--- src/inc/tsbl_pkg.sv ---
package tsbl_pkg;
    // ------------------------------------------------------------
    // register map (word aligned byte addresses)
    // ------------------------------------------------------------
    localparam logic [7:0] OFF_CTRL = 8'h00;
    localparam logic [7:0] OFF_BTE = 8'h04;
    localparam logic [7:0] OFF_T0LIM = 8'h08;
    localparam logic [7:0] OFF_T1LIM = 8'h0c;
    localparam logic [7:0] OFF_SDLIM = 8'h10;
    localparam logic [7:0] OFF_C0LIM = 8'h14;
    localparam logic [7:0] OFF_STAT = 8'h18;
    localparam int ADDR_DEC_W = 8;

    // ------------------------------------------------------------
    // field layout
    // ------------------------------------------------------------
    localparam int CTRL_ON_BIT = 0;
    localparam int CTRL_RUN_BIT = 1;
    localparam int CTRL_PWD_LSB = 4;
    localparam int PWD_W = 4;
    localparam int NUM_OC = 4;
    localparam int BTE_SYNC_LSB = 0;
    localparam int BTE_CLK_BIT = 4;
    localparam int BTE_W = 8;
    localparam int LIM_W = 16;
    localparam int STAT_BUSY_BIT = 0;
    localparam int STAT_JUMP_BIT = 1;
    localparam int STAT_C0_LSB = 16;

    // ------------------------------------------------------------
    // reset values
    // ------------------------------------------------------------
    localparam logic [LIM_W-1:0] LIM_RST = 16'h0000;
    localparam logic [BTE_W-1:0] BTE_RST = 8'h00;
    localparam logic [PWD_W-1:0] PWD_RST = 4'h0;

    // ------------------------------------------------------------
    // step command byte: cmd in [7:4], option in [3:0]
    // ------------------------------------------------------------
    localparam logic [3:0] CMD_CTRL = 4'h1;
    localparam logic [3:0] CMD_WAIT_T0 = 4'h2;
    localparam logic [3:0] CMD_WAIT_T1 = 4'h3;
    localparam logic [3:0] CMD_JMP_C0 = 4'h4;
    localparam logic [3:0] OPT_BCAST = 4'hf;

    typedef enum logic [1:0] {
        TSBL_IDLE = 2'b00,
        TSBL_WAIT = 2'b01,
        TSBL_DELAY = 2'b11
    } tsbl_state_e;
endpackage

--- src/inc/tsbl_cnt_if.sv ---
`timescale 1ns/100ps
interface tsbl_cnt_if #(parameter int W = 16);
    logic start;
    logic [W-1:0] limit;
    logic done;
    logic [W-1:0] count;
    modport owner (output start, output limit, input done, input count);
    modport cnt (input start, input limit, output done, output count);
endinterface

--- src/hdl/tsbl_lim_cnt.sv ---
`timescale 1ns/100ps
module tsbl_lim_cnt #(
    parameter int W = 16
) (
    input wire logic clk,
    input wire logic rst,
    tsbl_cnt_if.cnt c
);
    typedef struct packed {
        logic run;
        logic [W-1:0] cnt;
        logic done;
    } tsbl_cnt_s;

    tsbl_cnt_s st_q;
    tsbl_cnt_s st_d;

    // done is a one-cycle pulse limit+1 clocks after start
    always_comb
    begin
        st_d = st_q;
        st_d.done = 1'b0;
        if (c.start)
        begin
            st_d.run = 1'b1;
            st_d.cnt = '0;
        end
        else if (st_q.run)
        begin
            if (st_q.cnt == c.limit)
            begin
                st_d.run = 1'b0;
                st_d.done = 1'b1;
            end
            else
            begin
                st_d.cnt = st_q.cnt + 1'b1;
            end
        end
    end

    always_ff @(posedge clk or posedge rst)
    begin
        if (rst)
            st_q <= '0;
        else
            st_q <= st_d;
    end

    assign c.done = st_q.done;
    assign c.count = st_q.cnt;
endmodule

--- src/hdl/tsbl_pulse.sv ---
`timescale 1ns/100ps
module tsbl_pulse #(
    parameter int CW = 4
) (
    input wire logic clk,
    input wire logic rst,
    input wire logic fire,
    input wire logic [CW-1:0] width,
    output logic pulse
);
    typedef struct packed {
        logic out;
        logic [CW-1:0] cnt;
    } tsbl_pulse_s;

    tsbl_pulse_s st_q;
    tsbl_pulse_s st_d;

    // high for width+1 clocks; a new fire restarts the width
    always_comb
    begin
        st_d = st_q;
        if (fire)
        begin
            st_d.out = 1'b1; // [RULE10]
            st_d.cnt = width;
        end
        else if (st_q.cnt != '0)
        begin
            st_d.cnt = st_q.cnt - 1'b1;
        end
        else
        begin
            st_d.out = 1'b0;
        end
    end

    always_ff @(posedge clk or posedge rst)
    begin
        if (rst)
            st_q <= '0;
        else
            st_q <= st_d;
    end

    assign pulse = st_q.out;
endmodule

--- src/hdl/tsbl_top.sv ---
// The address map and the AHB-Lite interface to the registers were left to the implementer.
`timescale 1ns/100ps
// Functional notes
// [RULE1]: a broadcast step sends one clock pulse to compare unit 1 only if its clock enable is set.
// [RULE2]: a broadcast step sends a sync pulse to each compare unit 1..4 whose enable bit 0..3 is set.
// [RULE3]: the broadcast enables are used only by the control step with option 1111.
// [RULE4]: while module-on and running are both 1 these registers ignore software writes.
// [RULE5]: timer 0 limit is the terminal count of timer 0, used only by the timer 0 wait step.
// [RULE6]: timer 1 limit is the terminal count of timer 1, used only by the timer 1 wait step.
// [RULE7]: every step takes the step-delay value plus one clock from start to completion; wait steps here take timer limit plus step delay plus 3 clocks.
// [RULE8]: counter 0 limit is the loop count of the counter 0 jump step.
// [RULE9]: the limit registers reset to zero and are readable and writable by software.
// [RULE10]: every trigger pulse is high for the pulse-width field plus one clock.
// [RULE11]: all enabled broadcast outputs rise in one clock, disabled ones stay low.
module tsbl_top (
    input wire logic CLK,
    input wire logic RST,
    input wire logic HSEL,
    input wire logic [31:0] HADDR,
    input wire logic [1:0] HTRANS,
    input wire logic HWRITE,
    input wire logic [2:0] HSIZE,
    input wire logic [31:0] HWDATA,
    input wire logic HREADY,
    output logic HREADYOUT,
    output logic [31:0] HRDATA,
    output logic HRESP,
    input wire logic STEP_VALID,
    input wire logic [7:0] STEP_CMD,
    output logic STEP_BUSY,
    output logic STEP_DONE,
    output logic JUMP_TAKEN,
    output logic [tsbl_pkg::NUM_OC-1:0] OC_SYNC,
    output logic OC_CLK
);
    // ------------------------------------------------------------
    // state
    // ------------------------------------------------------------
    typedef struct packed {
        logic dph_act;
        logic dph_wr;
        logic [tsbl_pkg::ADDR_DEC_W-1:0] dph_addr;
        logic [31:0] rdata;
        logic on;
        logic run;
        logic [tsbl_pkg::PWD_W-1:0] pwd;
        logic [tsbl_pkg::BTE_W-1:0] bte;
        logic [tsbl_pkg::LIM_W-1:0] t0;
        logic [tsbl_pkg::LIM_W-1:0] t1;
        logic [tsbl_pkg::LIM_W-1:0] sd;
        logic [tsbl_pkg::LIM_W-1:0] c0;
        logic [tsbl_pkg::LIM_W-1:0] c0_cnt;
        tsbl_pkg::tsbl_state_e fsm;
        logic [3:0] cmd;
        logic busy;
        logic jump;
    } tsbl_top_s;

    tsbl_top_s st_q;
    tsbl_top_s st_d;

    logic lock;
    logic ahb_take;
    logic step_go;
    logic bcast_go;
    logic [tsbl_pkg::NUM_OC-1:0] fire_sync;
    logic fire_clk;

    tsbl_cnt_if #(.W(tsbl_pkg::LIM_W)) t0_if ();
    tsbl_cnt_if #(.W(tsbl_pkg::LIM_W)) t1_if ();
    tsbl_cnt_if #(.W(tsbl_pkg::LIM_W)) sd_if ();

    // ------------------------------------------------------------
    // read mux
    // ------------------------------------------------------------
    function automatic logic [31:0] rd_mux(
        input logic [tsbl_pkg::ADDR_DEC_W-1:0] a,
        input tsbl_top_s s
    );
        logic [31:0] r;
        r = '0;
        unique case (a)
            tsbl_pkg::OFF_CTRL:
            begin
                r[tsbl_pkg::CTRL_ON_BIT] = s.on;
                r[tsbl_pkg::CTRL_RUN_BIT] = s.run;
                r[tsbl_pkg::CTRL_PWD_LSB +: tsbl_pkg::PWD_W] = s.pwd;
            end
            tsbl_pkg::OFF_BTE: r[tsbl_pkg::BTE_W-1:0] = s.bte;
            tsbl_pkg::OFF_T0LIM: r[tsbl_pkg::LIM_W-1:0] = s.t0; // [RULE9]
            tsbl_pkg::OFF_T1LIM: r[tsbl_pkg::LIM_W-1:0] = s.t1; // [RULE9]
            tsbl_pkg::OFF_SDLIM: r[tsbl_pkg::LIM_W-1:0] = s.sd; // [RULE9]
            tsbl_pkg::OFF_C0LIM: r[tsbl_pkg::LIM_W-1:0] = s.c0; // [RULE9]
            tsbl_pkg::OFF_STAT:
            begin
                r[tsbl_pkg::STAT_BUSY_BIT] = s.busy;
                r[tsbl_pkg::STAT_JUMP_BIT] = s.jump;
                r[tsbl_pkg::STAT_C0_LSB +: tsbl_pkg::LIM_W] = s.c0_cnt;
            end
            default: r = '0;
        endcase
        return r;
    endfunction

    // ------------------------------------------------------------
    // control decode
    // ------------------------------------------------------------
    assign lock = st_q.on & st_q.run; // [RULE4]
    assign ahb_take = HSEL & HREADY & HTRANS[1];
    assign step_go = STEP_VALID & lock & (st_q.fsm == tsbl_pkg::TSBL_IDLE);
    // broadcast enables looked at for this one command only
    assign bcast_go = step_go & (STEP_CMD[7:4] == tsbl_pkg::CMD_CTRL)
        & (STEP_CMD[3:0] == tsbl_pkg::OPT_BCAST); // [RULE3]
    // one shared strobe keeps all enabled units in step
    assign fire_sync = {tsbl_pkg::NUM_OC{bcast_go}}
        & st_q.bte[tsbl_pkg::BTE_SYNC_LSB +: tsbl_pkg::NUM_OC]; // [RULE2] [RULE11]
    assign fire_clk = bcast_go & st_q.bte[tsbl_pkg::BTE_CLK_BIT]; // [RULE1]

    assign t0_if.limit = st_q.t0; // [RULE5]
    assign t1_if.limit = st_q.t1; // [RULE6]
    assign sd_if.limit = st_q.sd; // [RULE7]

    // timers start only on their own wait step
    assign t0_if.start = step_go & (STEP_CMD[7:4] == tsbl_pkg::CMD_WAIT_T0); // [RULE5]
    assign t1_if.start = step_go & (STEP_CMD[7:4] == tsbl_pkg::CMD_WAIT_T1); // [RULE6]
    // the delay runs after the wait, or at once for every other step
    assign sd_if.start = (step_go & ~t0_if.start & ~t1_if.start)
        | ((st_q.fsm == tsbl_pkg::TSBL_WAIT)
        & (((st_q.cmd == tsbl_pkg::CMD_WAIT_T0) & t0_if.done)
        | ((st_q.cmd == tsbl_pkg::CMD_WAIT_T1) & t1_if.done))); // [RULE7]

    // ------------------------------------------------------------
    // next state
    // ------------------------------------------------------------
    always_comb
    begin
        st_d = st_q;

        // data phase write; control register stays writable so
        // software can always stop the sequencer
        if (st_q.dph_act && st_q.dph_wr)
        begin
            unique case (st_q.dph_addr)
                tsbl_pkg::OFF_CTRL:
                begin
                    st_d.on = HWDATA[tsbl_pkg::CTRL_ON_BIT];
                    st_d.run = HWDATA[tsbl_pkg::CTRL_RUN_BIT];
                    st_d.pwd = HWDATA[tsbl_pkg::CTRL_PWD_LSB +: tsbl_pkg::PWD_W];
                end
                tsbl_pkg::OFF_BTE:
                begin
                    if (!lock)
                        st_d.bte = HWDATA[tsbl_pkg::BTE_W-1:0]; // [RULE4]
                end
                tsbl_pkg::OFF_T0LIM:
                begin
                    if (!lock)
                        st_d.t0 = HWDATA[tsbl_pkg::LIM_W-1:0]; // [RULE4] [RULE9]
                end
                tsbl_pkg::OFF_T1LIM:
                begin
                    if (!lock)
                        st_d.t1 = HWDATA[tsbl_pkg::LIM_W-1:0]; // [RULE4] [RULE9]
                end
                tsbl_pkg::OFF_SDLIM:
                begin
                    if (!lock)
                        st_d.sd = HWDATA[tsbl_pkg::LIM_W-1:0]; // [RULE4] [RULE9]
                end
                tsbl_pkg::OFF_C0LIM:
                begin
                    if (!lock)
                        st_d.c0 = HWDATA[tsbl_pkg::LIM_W-1:0]; // [RULE4] [RULE9]
                end
                default:
                begin
                end
            endcase
        end

        // step sequencing
        unique case (st_q.fsm)
            tsbl_pkg::TSBL_IDLE:
            begin
                if (step_go)
                begin
                    st_d.cmd = STEP_CMD[7:4];
                    if (t0_if.start || t1_if.start)
                        st_d.fsm = tsbl_pkg::TSBL_WAIT;
                    else
                        st_d.fsm = tsbl_pkg::TSBL_DELAY;
                    if (STEP_CMD[7:4] == tsbl_pkg::CMD_JMP_C0)
                    begin
                        // loop count reached: fall through and rearm
                        if (st_q.c0_cnt == st_q.c0)
                        begin
                            st_d.c0_cnt = '0; // [RULE8]
                            st_d.jump = 1'b0;
                        end
                        else
                        begin
                            st_d.c0_cnt = st_q.c0_cnt + 1'b1; // [RULE8]
                            st_d.jump = 1'b1;
                        end
                    end
                end
            end
            tsbl_pkg::TSBL_WAIT:
            begin
                if (sd_if.start)
                    st_d.fsm = tsbl_pkg::TSBL_DELAY;
            end
            tsbl_pkg::TSBL_DELAY:
            begin
                if (sd_if.done)
                    st_d.fsm = tsbl_pkg::TSBL_IDLE;
            end
            default: st_d.fsm = tsbl_pkg::TSBL_IDLE;
        endcase
        st_d.busy = (st_d.fsm != tsbl_pkg::TSBL_IDLE);

        // address phase; read sees this cycle's write
        st_d.dph_act = ahb_take;
        st_d.dph_wr = HWRITE;
        st_d.dph_addr = HADDR[tsbl_pkg::ADDR_DEC_W-1:0];
        if (ahb_take && !HWRITE)
            st_d.rdata = rd_mux(HADDR[tsbl_pkg::ADDR_DEC_W-1:0], st_d);
    end

    always_ff @(posedge CLK or posedge RST)
    begin
        if (RST)
        begin
            st_q <= '0;
            st_q.pwd <= tsbl_pkg::PWD_RST;
            st_q.bte <= tsbl_pkg::BTE_RST;
            st_q.t0 <= tsbl_pkg::LIM_RST; // [RULE9]
            st_q.t1 <= tsbl_pkg::LIM_RST; // [RULE9]
            st_q.sd <= tsbl_pkg::LIM_RST; // [RULE9]
            st_q.c0 <= tsbl_pkg::LIM_RST; // [RULE9]
            st_q.fsm <= tsbl_pkg::TSBL_IDLE;
        end
        else
        begin
            st_q <= st_d;
        end
    end

    // ------------------------------------------------------------
    // counters and trigger pulses
    // ------------------------------------------------------------
    tsbl_lim_cnt #(.W(tsbl_pkg::LIM_W)) u_t0 (.clk(CLK), .rst(RST), .c(t0_if));
    tsbl_lim_cnt #(.W(tsbl_pkg::LIM_W)) u_t1 (.clk(CLK), .rst(RST), .c(t1_if));
    tsbl_lim_cnt #(.W(tsbl_pkg::LIM_W)) u_sd (.clk(CLK), .rst(RST), .c(sd_if));

    genvar gi;
    generate
        for (gi = 0; gi < tsbl_pkg::NUM_OC; gi++)
        begin : g_sync
            tsbl_pulse #(.CW(tsbl_pkg::PWD_W)) u_sync (
                .clk(CLK),
                .rst(RST),
                .fire(fire_sync[gi]),
                .width(st_q.pwd),
                .pulse(OC_SYNC[gi])
            );
        end
    endgenerate

    tsbl_pulse #(.CW(tsbl_pkg::PWD_W)) u_clk (
        .clk(CLK),
        .rst(RST),
        .fire(fire_clk),
        .width(st_q.pwd),
        .pulse(OC_CLK)
    );

    // ------------------------------------------------------------
    // outputs
    // ------------------------------------------------------------
    assign HREADYOUT = 1'b1;
    assign HRESP = 1'b0;
    assign HRDATA = st_q.rdata;
    assign STEP_BUSY = st_q.busy;
    assign STEP_DONE = sd_if.done;
    assign JUMP_TAKEN = st_q.jump;
endmodule

--- config.mk ---
export PLATFORM = sky130hd
export DESIGN_NAME = tsbl_top
export DESIGN_NICKNAME = d
export VERILOG_FILES = /design/src/inc/tsbl_pkg.sv /design/src/inc/tsbl_cnt_if.sv /design/src/hdl/tsbl_lim_cnt.sv /design/src/hdl/tsbl_pulse.sv /design/src/hdl/tsbl_top.sv
export SDC_FILE = /design/constraint.sdc
export NUM_CORES = 1
export LEC_CHECK = 0
export BUFFER_PORTS_ARGS = -buffer_cell sky130_fd_sc_hd__buf_2
export CORE_MARGIN = 2
export CORE_UTILIZATION = 47
export CTS_BUF_LIST = sky130_fd_sc_hd__clkbuf_8
export DETAILED_ROUTE_END_ITERATION = 7
export PLACE_DENSITY = 0.77
export REMOVE_ABC_BUFFERS = 1
export SLEW_MARGIN = 40
export SYNTH_ARGS = -nofsm -noshare
export SYNTH_HDL_FRONTEND = slang
export SYNTH_SLANG_ARGS = --single-unit
--- constraint.sdc ---
create_clock -name CLK -period 13.9 [get_ports CLK]
set_input_delay 1.39 -clock CLK [delete_from_list [all_inputs] [get_ports CLK]]
set_output_delay 1.39 -clock CLK [all_outputs]
set_load 0.1 [all_outputs]
; Word level (Yosys, flattened, before mapping)
; Index checks and enable logic that the tools add are counted.
[totals]
in_bits = 83
out_inout_bits = 42
elab_cells = 184
reg_bits = 223
[op_classes]
n_eq_ne = 32
add_sub_neg = 9
n_bitwise = 20
reduce_logical = 25
mux = 62
[op_table]
columns = op, count
row1 = $mux W16, 15
row2 = $mux W78, 1
row3 = $add A16 B1 Y16 const B, 4
row4 = $eq A16 B16 Y1, 4
row5 = $mux W18, 3
row6 = $mux W17, 3
row7 = $eq A8 B5 Y1 const B, 5
row8 = $eq A8 B4 Y1 const B, 4
row9 = $pmux W8 S4, 1
row10 = $mux W5, 5
row11 = $pmux W4 S6, 1
row12 = $mux W22, 1
row13 = $mux W4, 5
row14 = $reduce_bool A4 Y1, 5
row15 = $sub A4 B1 Y4 const B, 5
row16 = $mux W1, 18
row17 = $reduce_bool A2 Y1, 9
row18 = $eq A4 B2 Y1 const B, 4
row19 = $eq A8 B3 Y1 const B, 2
row20 = $logic_not A8 Y1, 2
row21 = $mux W8, 2
row22 = $ne A2 B2 Y1 const B, 8
row23 = $and A1 B1 Y1, 15
row24 = $pmux W2 S7, 1
row25 = other kinds (17), 25

; Longest topological paths before layout
; Gate-level depths: netlist of the first run.
[depth]
ltp_word = 12
ltp_mapped = 9
ltp_nobuf = 7

; Modules after synthesis
; Synthesis of the first run repeated with hierarchy kept, for this count alone.
[hier_totals]
cells_unflattened = 1123
hier_area_um2 = 11843.9
[by_module_without_submodules]
columns = mod, area_per_inst_um2, cells_each, n_inst, seq_area_each_um2
row1 = tsbl_top, 6809.0, 574, 1, 3603.5
row2 = tsbl_lim_cnt, 1229.9, 138, 3, 450.4
row3 = tsbl_pulse, 269.0, 27, 5, 125.1

; Least setup slack after synthesis of the first run
; Ideal clock, no wire load.
[synth_timing]
kind = input to register
start = input STEP_CMD[7]
end = register st_q (netlist bit HRDATA[30])
stages = 6
setup_time_ps = 121
t_required_ps = 13779
path_buffers = 1
arrival_ps = 2886
path_slack_ps = 10893
cell_sequence = or3b_2 nor4_4 buf_2 o21ai_0 a22o_2 a22o_1
[synth_rtl]
columns = element, line
row1 = from (decl), tsbl_top.sv:29  ; input wire logic [7:0] STEP_CMD,
row2 = to (signal assigned), tsbl_top.sv:245  ; st_q <= st_d;
row3 = to (decl), tsbl_top.sv:59  ; tsbl_top_s st_q;

==> results of run 1 <==
worst max-delay path: stages (launching register included):
cell	delay, ns
sky130_fd_sc_hd__dfrtp_1	0.37
sky130_fd_sc_hd__nor4bb_2	0.72
sky130_fd_sc_hd__and4b_1	0.88
sky130_fd_sc_hd__mux2_2	0.44
sky130_fd_sc_hd__a222oi_1	0.32
sky130_fd_sc_hd__a21boi_0	0.38
sky130_fd_sc_hd__o21ai_0	0.13
final timing paths:
path	slack (ns)	from	endpoint
max	10.50	st_q[135]$_DFF_PP0_	HRDATA[10]$_DFFE_PP0P_
min	0.48	HRDATA[9]$_DFFE_PP0P_	HRDATA[9]$_DFFE_PP0P_
max reg2reg	10.50	st_q[135]$_DFF_PP0_	HRDATA[10]$_DFFE_PP0P_
min reg2reg	0.48	HRDATA[9]$_DFFE_PP0P_	HRDATA[9]$_DFFE_PP0P_
max in group asynchronous	11.36	RST	HRDATA[24]$_DFFE_PP0P_
min in group asynchronous	0.95	RST	u_t1.c.count[7]$_DFFE_PP0P_
cell usage after synthesis, drive strengths merged (3+ instances only):
cell type and instances:
dfrtp 223, xnor2 106, mux2 85, nand2 79
nor2 77, buf 55, inv 40, nor3 39
o21ai 36, a21oi 30, nand4 29, a22o 26
nand3 23, clkbuf 20, nor4 20, mux2i 15
or3 15, a222oi 14, and3 13, a21boi 10
ha 9, nor3b 7, a22oi 5, and2 5
and4 5, nor2b 5, xor2 5, o2111a 4
nor4b 3, o211ai 3, o41ai 3, or2 3
power by group through the flow:
stage                     Clock, mW  Sequential (mW)  Combinational (mW)
after global placement            0            0.707               0.112
after CTS                     0.613            0.697               0.119
after floorplan                   0            0.700              0.0879
after global routing          0.645            0.700               0.133
final                         0.603            0.698               0.118
after detailed placement          0            0.708               0.116
stage by stage:
step           utilization  cells  setup WS [ns]  hold slack, ns
2_1_floorplan            -    959           6.40           0.465
3_3_place_gp         0.494   1362          10.25           0.471
3_5_place_dp         0.496   1365          10.40           0.473
4_1_cts              0.529   1431          10.57           0.491
5_1_grt              0.530   1432          10.20           0.515
6_report             0.530   1432          10.50           0.482
cell families (layout without fill, tap and decap cells):
group / after synthesis / count (layout)
buffers and inverters: 115 / 194
DFF: 223 / 223
adders and majority gates: 9 / 9
xor gates and xnor gates: 111 / 111
and+or+nand+nor: 332 / 332
other: 2 / 2
AOI/OAI and AO/OA: 142 / 142
muxes: 100 / 100
flip-flops by register name, indices dropped and copies added (netlist names), 4 cells and up:
name,flops
st_q,62
u_t0.c.count,16
t1_if.limit,16
u_sd.c.count,16
t0_if.limit,16
u_clk.st_q,4
sd_if.limit,16
g_sync.u_sync.pulse,4
g_sync.u_sync.st_q,16
HRDATA,32
u_t1.c.count,16
final cells by class:
class                           count  area, sq um
Fill cell                        2005        11000
Sequential cell                   223         5580
Multi-Input combinational cell    696         5060
Clock buffer                       48          661
Timing Repair Buffer               88          469
Tap cell                          319          399
Inverter                           40          158
Clock inverter                     18          115
metal layers:
layer  share of wire  track usage  vias to the layer above
met3           0.064       0.0435                       65
met1            0.43        0.286                     4053
met2            0.47        0.340                      267
met5         0.00078            0                        -
met4           0.039       0.0974                        4
li1                -            -                     3732
==> qor.tcl, run 1 <==
set qor(grt_start_max_net_pins) 105
set qor(ctsHtreeMaxLevel) 2
set qor(synth_top_area_share) 0.497
set qor(floorplan.rows) 56
set qor(die_width_um) 159
set qor(finish.instance_area_sq_um) 12400
set qor(report.power.total_mw) 1.42
set qor(floorplan.initialDensity) 0.478
set qor(switching_share) 0.257
set qor(pwr_density_cell_nw_per_um2) 114
set qor(syn_inst) 1034
set qor(yosysSeqAreaShare) 0.497
set qor(hpwl_um) 18900
set qor(dpl_cell_area_sq_um) 11600
set qor(seq_power_share) 0.492
set qor(post_synth_fa_ha_maj_area_fraction) 0.0100
set qor(mostFrequentLayoutCell) {sky130_fd_sc_hd__dfrtp_1}
set qor(synth.area.top_cells) {sky130_fd_sc_hd__dfrtp_1, sky130_fd_sc_hd__xnor2_1, sky130_fd_sc_hd__mux2_2}
set qor(synth_top_flop_cell) {sky130_fd_sc_hd__dfrtp_1}
set qor(status) {complete, no violations}
set qor(clock_tree_sinks) 223
set qor(grt_pass1_wl_um) 42200
set qor(final_max_slew_viol_count) 0
set qor(cts_hold_repair.buffers) 0
set qor(grt-ovfl-total) 0
set qor(internal_power_mw) 1.05
set qor(first_global_vias) 7921
set qor(power.clock.fraction) 0.425
set qor(setup_tns_ns) 0
set qor(synth-simple-area-share) 0.158
set qor(critPathKind) {register to register}
set qor(avg_synthesized_cell_area_sq_um) 10.9
set qor(worstPathRequired_ns) 14.28
set qor(arrival_ns) 3.78
set qor(ys_async_sr_fraction) 1.00
set qor(synth-xor-area-share) 0.0866
set qor(synth_seq_cells) 223
set qor(worstHoldPathCells) 2
set qor(rsz_0062_raised_after_global_routing) {false}
set qor(edff_count_synth) 0
set qor(timing_hold_violations_final) 0
set qor(routed_wl_um) 26900
set qor(antenna_violations_before_repair) 2
set qor(yosys_warnings) 0
set qor(placeable_core_region_sq_um) 23500
set qor(worst_min_path_class) {register to register}
set qor(drt_pre_antenna_iters) 5
set qor(maxCapViolations) 0
set qor(achievable-frequency_ghz) 0.294
set qor(ctsResizeCount) 0
set qor(least_margin_pin_slew_ns) 0.847
set qor(cts.path.max_buffers) 3
set qor(route.vias.total) 8121
set qor(p_switching_mw) 0.364
set qor(clk-insertion-delay-late_ns) 0.55
set qor(fin_nets) 1179
set qor(flow.area_growth_from_synthesis_pct) 10.8
set qor(drt_first_iter_violations) 754
set qor(clk_pin_slew_worst_paths_ns) 0.06
set qor(antenna_left) 0
set qor(synth_top_area_cell) {sky130_fd_sc_hd__dfrtp_1}
set qor(ir_worst_vdd_mv) 0.0567
set qor(cts_inserted_buffers) 38
set qor(wl_per_cell_um) 18.8
set qor(cts_tree) {built}
set qor(mappedNetlistArea_sq_um) 11200
set qor(cts.root.buffer_cell) {sky130_fd_sc_hd__clkbuf_8}
set qor(final_cell_mix) {sky130_fd_sc_hd__dfrtp_1, sky130_fd_sc_hd__xnor2_1, sky130_fd_sc_hd__nand2_1, sky130_fd_sc_hd__buf_2, sky130_fd_sc_hd__mux2_2}
set qor(die_outline_area_sq_um) 25100
set qor(crit_path_max_fanout) 16
set qor(viasPerCell) 5.67
set qor(worst-r2r-cell-count) 6
set qor(post-cts-setup-buffers) 0
set qor(die_y_um) 159
set qor(synth_top_family_by_area) {simple AND/OR/NAND/NOR gates}
set qor(fin_crit_sh) 0.245
set qor(worstSetupEndpointType) {register}
set qor(ios) 125
set qor(total_leakage_power_nw) 5.75
set qor(route.detailed.drc) 0
set qor(power_frac_comb) 0.083
set qor(cp-start-kind) {register}
set qor(gpl.final_weighted_congestion) 0.904
set qor(io_buffers) 78
set qor(proportion_of_synthesized_area_in_mux_cells) 0.100
set qor(groute.usage.overall) 0.215
set qor(worst_slew_margin_rel) 0.435
set qor(antenna_cells_inserted) 0
set qor(final_critical_path_required_period_ns) 3.40
set qor(timing.final.setup_violations) 0
set qor(drive_gt1_frac) 0.233
set qor(clock-skew-final_ns) 0.0439
set qor(synth_compound_gate_area_share) 0.0918
set qor(post_synth_num_cell_types) 62
No activity file was read; power rests on OpenSTA's default activity.
==> inputs of run 2 (changes only) <==
==> constraint.sdc (replaced) <==
create_clock -name CLK -period 3.2 [get_ports CLK]
set_input_delay 0.32 -clock CLK [delete_from_list [all_inputs] [get_ports CLK]]
set_output_delay 0.32 -clock CLK [all_outputs]
set_load 0.1 [all_outputs]
==> run 2 against run 1 <==
Power rose to 4.3 times the previous value. Critical path depth up 1. Count of clock-buffer cells in the layout down 2. Maximum frequency up 20%. Die area unchanged. Combinational power rose to 4.5 times the previous value. Routed wire length up 0.90%. Worst setup slack worse by 10 ns. Clock skew down 0.015 ns. Clock power rose to 4.3 times the previous value. First-iteration DRC count down 25%. Cell count up 1.0%. Largest cell class unchanged.
==> qor.tcl, run 2 (synthesized netlist as in run 1, its figures left out) <==
set qor(worstPathRequired_ns) 3.59
set qor(pwr_density_cell_nw_per_um2) 490
set qor(ios) 125
set qor(floorplan.initialDensity) 0.478
set qor(crit_path_max_fanout) 9
set qor(worstSetupEndpointType) {register}
set qor(ctsHtreeMaxLevel) 2
set qor(cts_tree) {built}
set qor(timing_hold_violations_final) 0
set qor(least_margin_pin_slew_ns) 0.750
set qor(final_max_slew_viol_count) 0
set qor(rsz_0062_raised_after_global_routing) {false}
set qor(die_width_um) 159
set qor(cts.root.buffer_cell) {sky130_fd_sc_hd__clkbuf_8}
set qor(clock-skew-final_ns) 0.0291
set qor(antenna_left) 0
set qor(r2r_slack_ns) 0.36
set qor(maxCapViolations) 0
set qor(placement.setup.worst_slack_ns) 0.409
set qor(clock_tree_sinks) 223
set qor(grt_pass1_wl_um) 43100
set qor(antenna_violations_before_repair) 2
set qor(antenna_cells_inserted) 0
set qor(hpwl_um) 19200
set qor(grt_start_max_net_pins) 102
set qor(route.vias.total) 8263
set qor(groute.usage.overall) 0.218
set qor(ir_worst_vdd_mv) 0.225
set qor(final_critical_path_required_period_ns) 2.84
set qor(io_buffers) 78
set qor(flow.area_growth_from_synthesis_pct) 12.0
set qor(grt-ovfl-total) 0
set qor(viasPerCell) 5.71
set qor(route.detailed.drc) 0
set qor(gpl.final_weighted_congestion) 0.872
set qor(critPathKind) {register to register}
set qor(regMostFlops) {st_q}
set qor(final.hold.worst_slack_ns) 0.0757
set qor(final_cell_mix) {sky130_fd_sc_hd__dfrtp_1, sky130_fd_sc_hd__xnor2_1, sky130_fd_sc_hd__nand2_1, sky130_fd_sc_hd__buf_2, sky130_fd_sc_hd__mux2_2}
set qor(report.power.total_mw) 6.16
set qor(fin_crit_sh) 0.887
set qor(number_of_flip_flops_in_the_largest_register) 62
set qor(wl_per_cell_um) 18.7
set qor(total_leakage_power_nw) 5.84
set qor(drt_pre_antenna_iters) 5
set qor(worst-r2r-cell-count) 7
set qor(drive_gt1_frac) 0.224
set qor(fin_nets) 1195
set qor(placeable_core_region_sq_um) 23500
set qor(ctsResizeCount) 0
set qor(cts.path.max_buffers) 3
set qor(arrival_ns) 3.23
set qor(status) {complete, no violations}
set qor(min_delay_startpoint) {STEP_CMD[6]}
set qor(clk-insertion-delay-late_ns) 0.53
set qor(worst_hold_path.endpoint) {st_q[4]$_DFFE_PP0P_}
set qor(layout_setup_ws_ns) 0.363
set qor(cp-start-kind) {register}
set qor(crit-reg2reg-launch) {st_q[139]$_DFF_PP0_}
set qor(die_outline_area_sq_um) 25100
set qor(mostFrequentLayoutCell) {sky130_fd_sc_hd__dfrtp_1}
set qor(clk_pin_slew_worst_paths_ns) 0.06
set qor(worst_slew_margin_rel) 0.496
set qor(worst_min_path_class) {primary input to register}
set qor(timing.final.setup_violations) 0
set qor(worstHoldPathCells) 2
set qor(cts_inserted_buffers) 37
set qor(worst_r2r_endpoint) {HRDATA[1]$_DFFE_PP0P_}
set qor(die_y_um) 159
set qor(routed_wl_um) 27100
set qor(drt_first_iter_violations) 567
set qor(first_global_vias) 8251
set qor(floorplan.rows) 56
set qor(achievable-frequency_ghz) 0.352
==> run 2: worst max-delay path, stage by stage (launching register included) <==
cell and delay (ns):
sky130_fd_sc_hd__dfrtp_1 0.41, sky130_fd_sc_hd__nor4b_1 0.47, sky130_fd_sc_hd__and4b_1 0.64, sky130_fd_sc_hd__buf_4 0.28
sky130_fd_sc_hd__mux2_2 0.37, sky130_fd_sc_hd__a22o_1 0.22, sky130_fd_sc_hd__a211oi_1 0.22, sky130_fd_sc_hd__a32oi_1 0.08
==> run 2: what timing repair did <==
action | in CTS | in global routing
hold buffers | 10 | 0
setup buffers | 0 | 0
endpoints found under the hold margin | 108 | 0
==> run 2: power breakdown <==
group          leakage (nW)  total [mW]  internal, mW  switching, mW
registers              2.99        3.03          2.92          0.111
logic                  2.41       0.531         0.239          0.292
clock network         0.436        2.60          1.45           1.14
total                  5.84        6.16          4.61           1.55
==> run 2: worst max path at each step <==
| stage | start | depth (start not counted) | slack, ns | to |
|---|---|---|---|---|
| global route | st_q[135]$_DFF_PP0_ | 8 | 0.18 | HRDATA[10]$_DFFE_PP0P_ |
| CTS | st_q[139]$_DFF_PP0_ | 7 | 0.42 | HRDATA[1]$_DFFE_PP0P_ |
| finish | st_q[139]$_DFF_PP0_ | 7 | 0.36 | HRDATA[1]$_DFFE_PP0P_ |
| floorplan | RST | 1 | -3.23 | HRDATA[0]$_DFFE_PP0P_ |
| detailed placement | st_q[139]$_DFF_PP0_ | 7 | 0.41 | HRDATA[1]$_DFFE_PP0P_ |
| global placement | st_q[135]$_DFF_PP0_ | 8 | 0.49 | HRDATA[10]$_DFFE_PP0P_ |
==> run 2: final cells by class <==
cell class	instances	area (sq um)
Multi-Input combinational cell	696	5030
Clock inverter	18	126
Inverter	40	158
Fill cell	2007	10900
Sequential cell	223	5580
Clock buffer	46	633
Timing Repair Buffer	105	643
Tap cell	319	399
==> run 2: per-stage QoR <==
step / utilization / setup TNS (ns) / cells / instance area (sq um)
after floorplan: - / -719.42 / 959 / 10800
after global placement: 0.499 / 0 / 1373 / 11700
after detailed placement: 0.499 / 0 / 1373 / 11700
after CTS: 0.535 / 0 / 1447 / 12600
after global routing: 0.535 / 0 / 1447 / 12600
final: 0.535 / 0 / 1447 / 12600
==> run 2: routing by layer <==
metal | global-route usage | vias up | wire length [um]
li1 | - | 3768 | -
met1 | 0.278 | 4150 | 11200
met2 | 0.366 | 279 | 13200
met3 | 0.0487 | 62 | 1920
met4 | 0.0794 | 4 | 690
met5 | 0 | - | 26
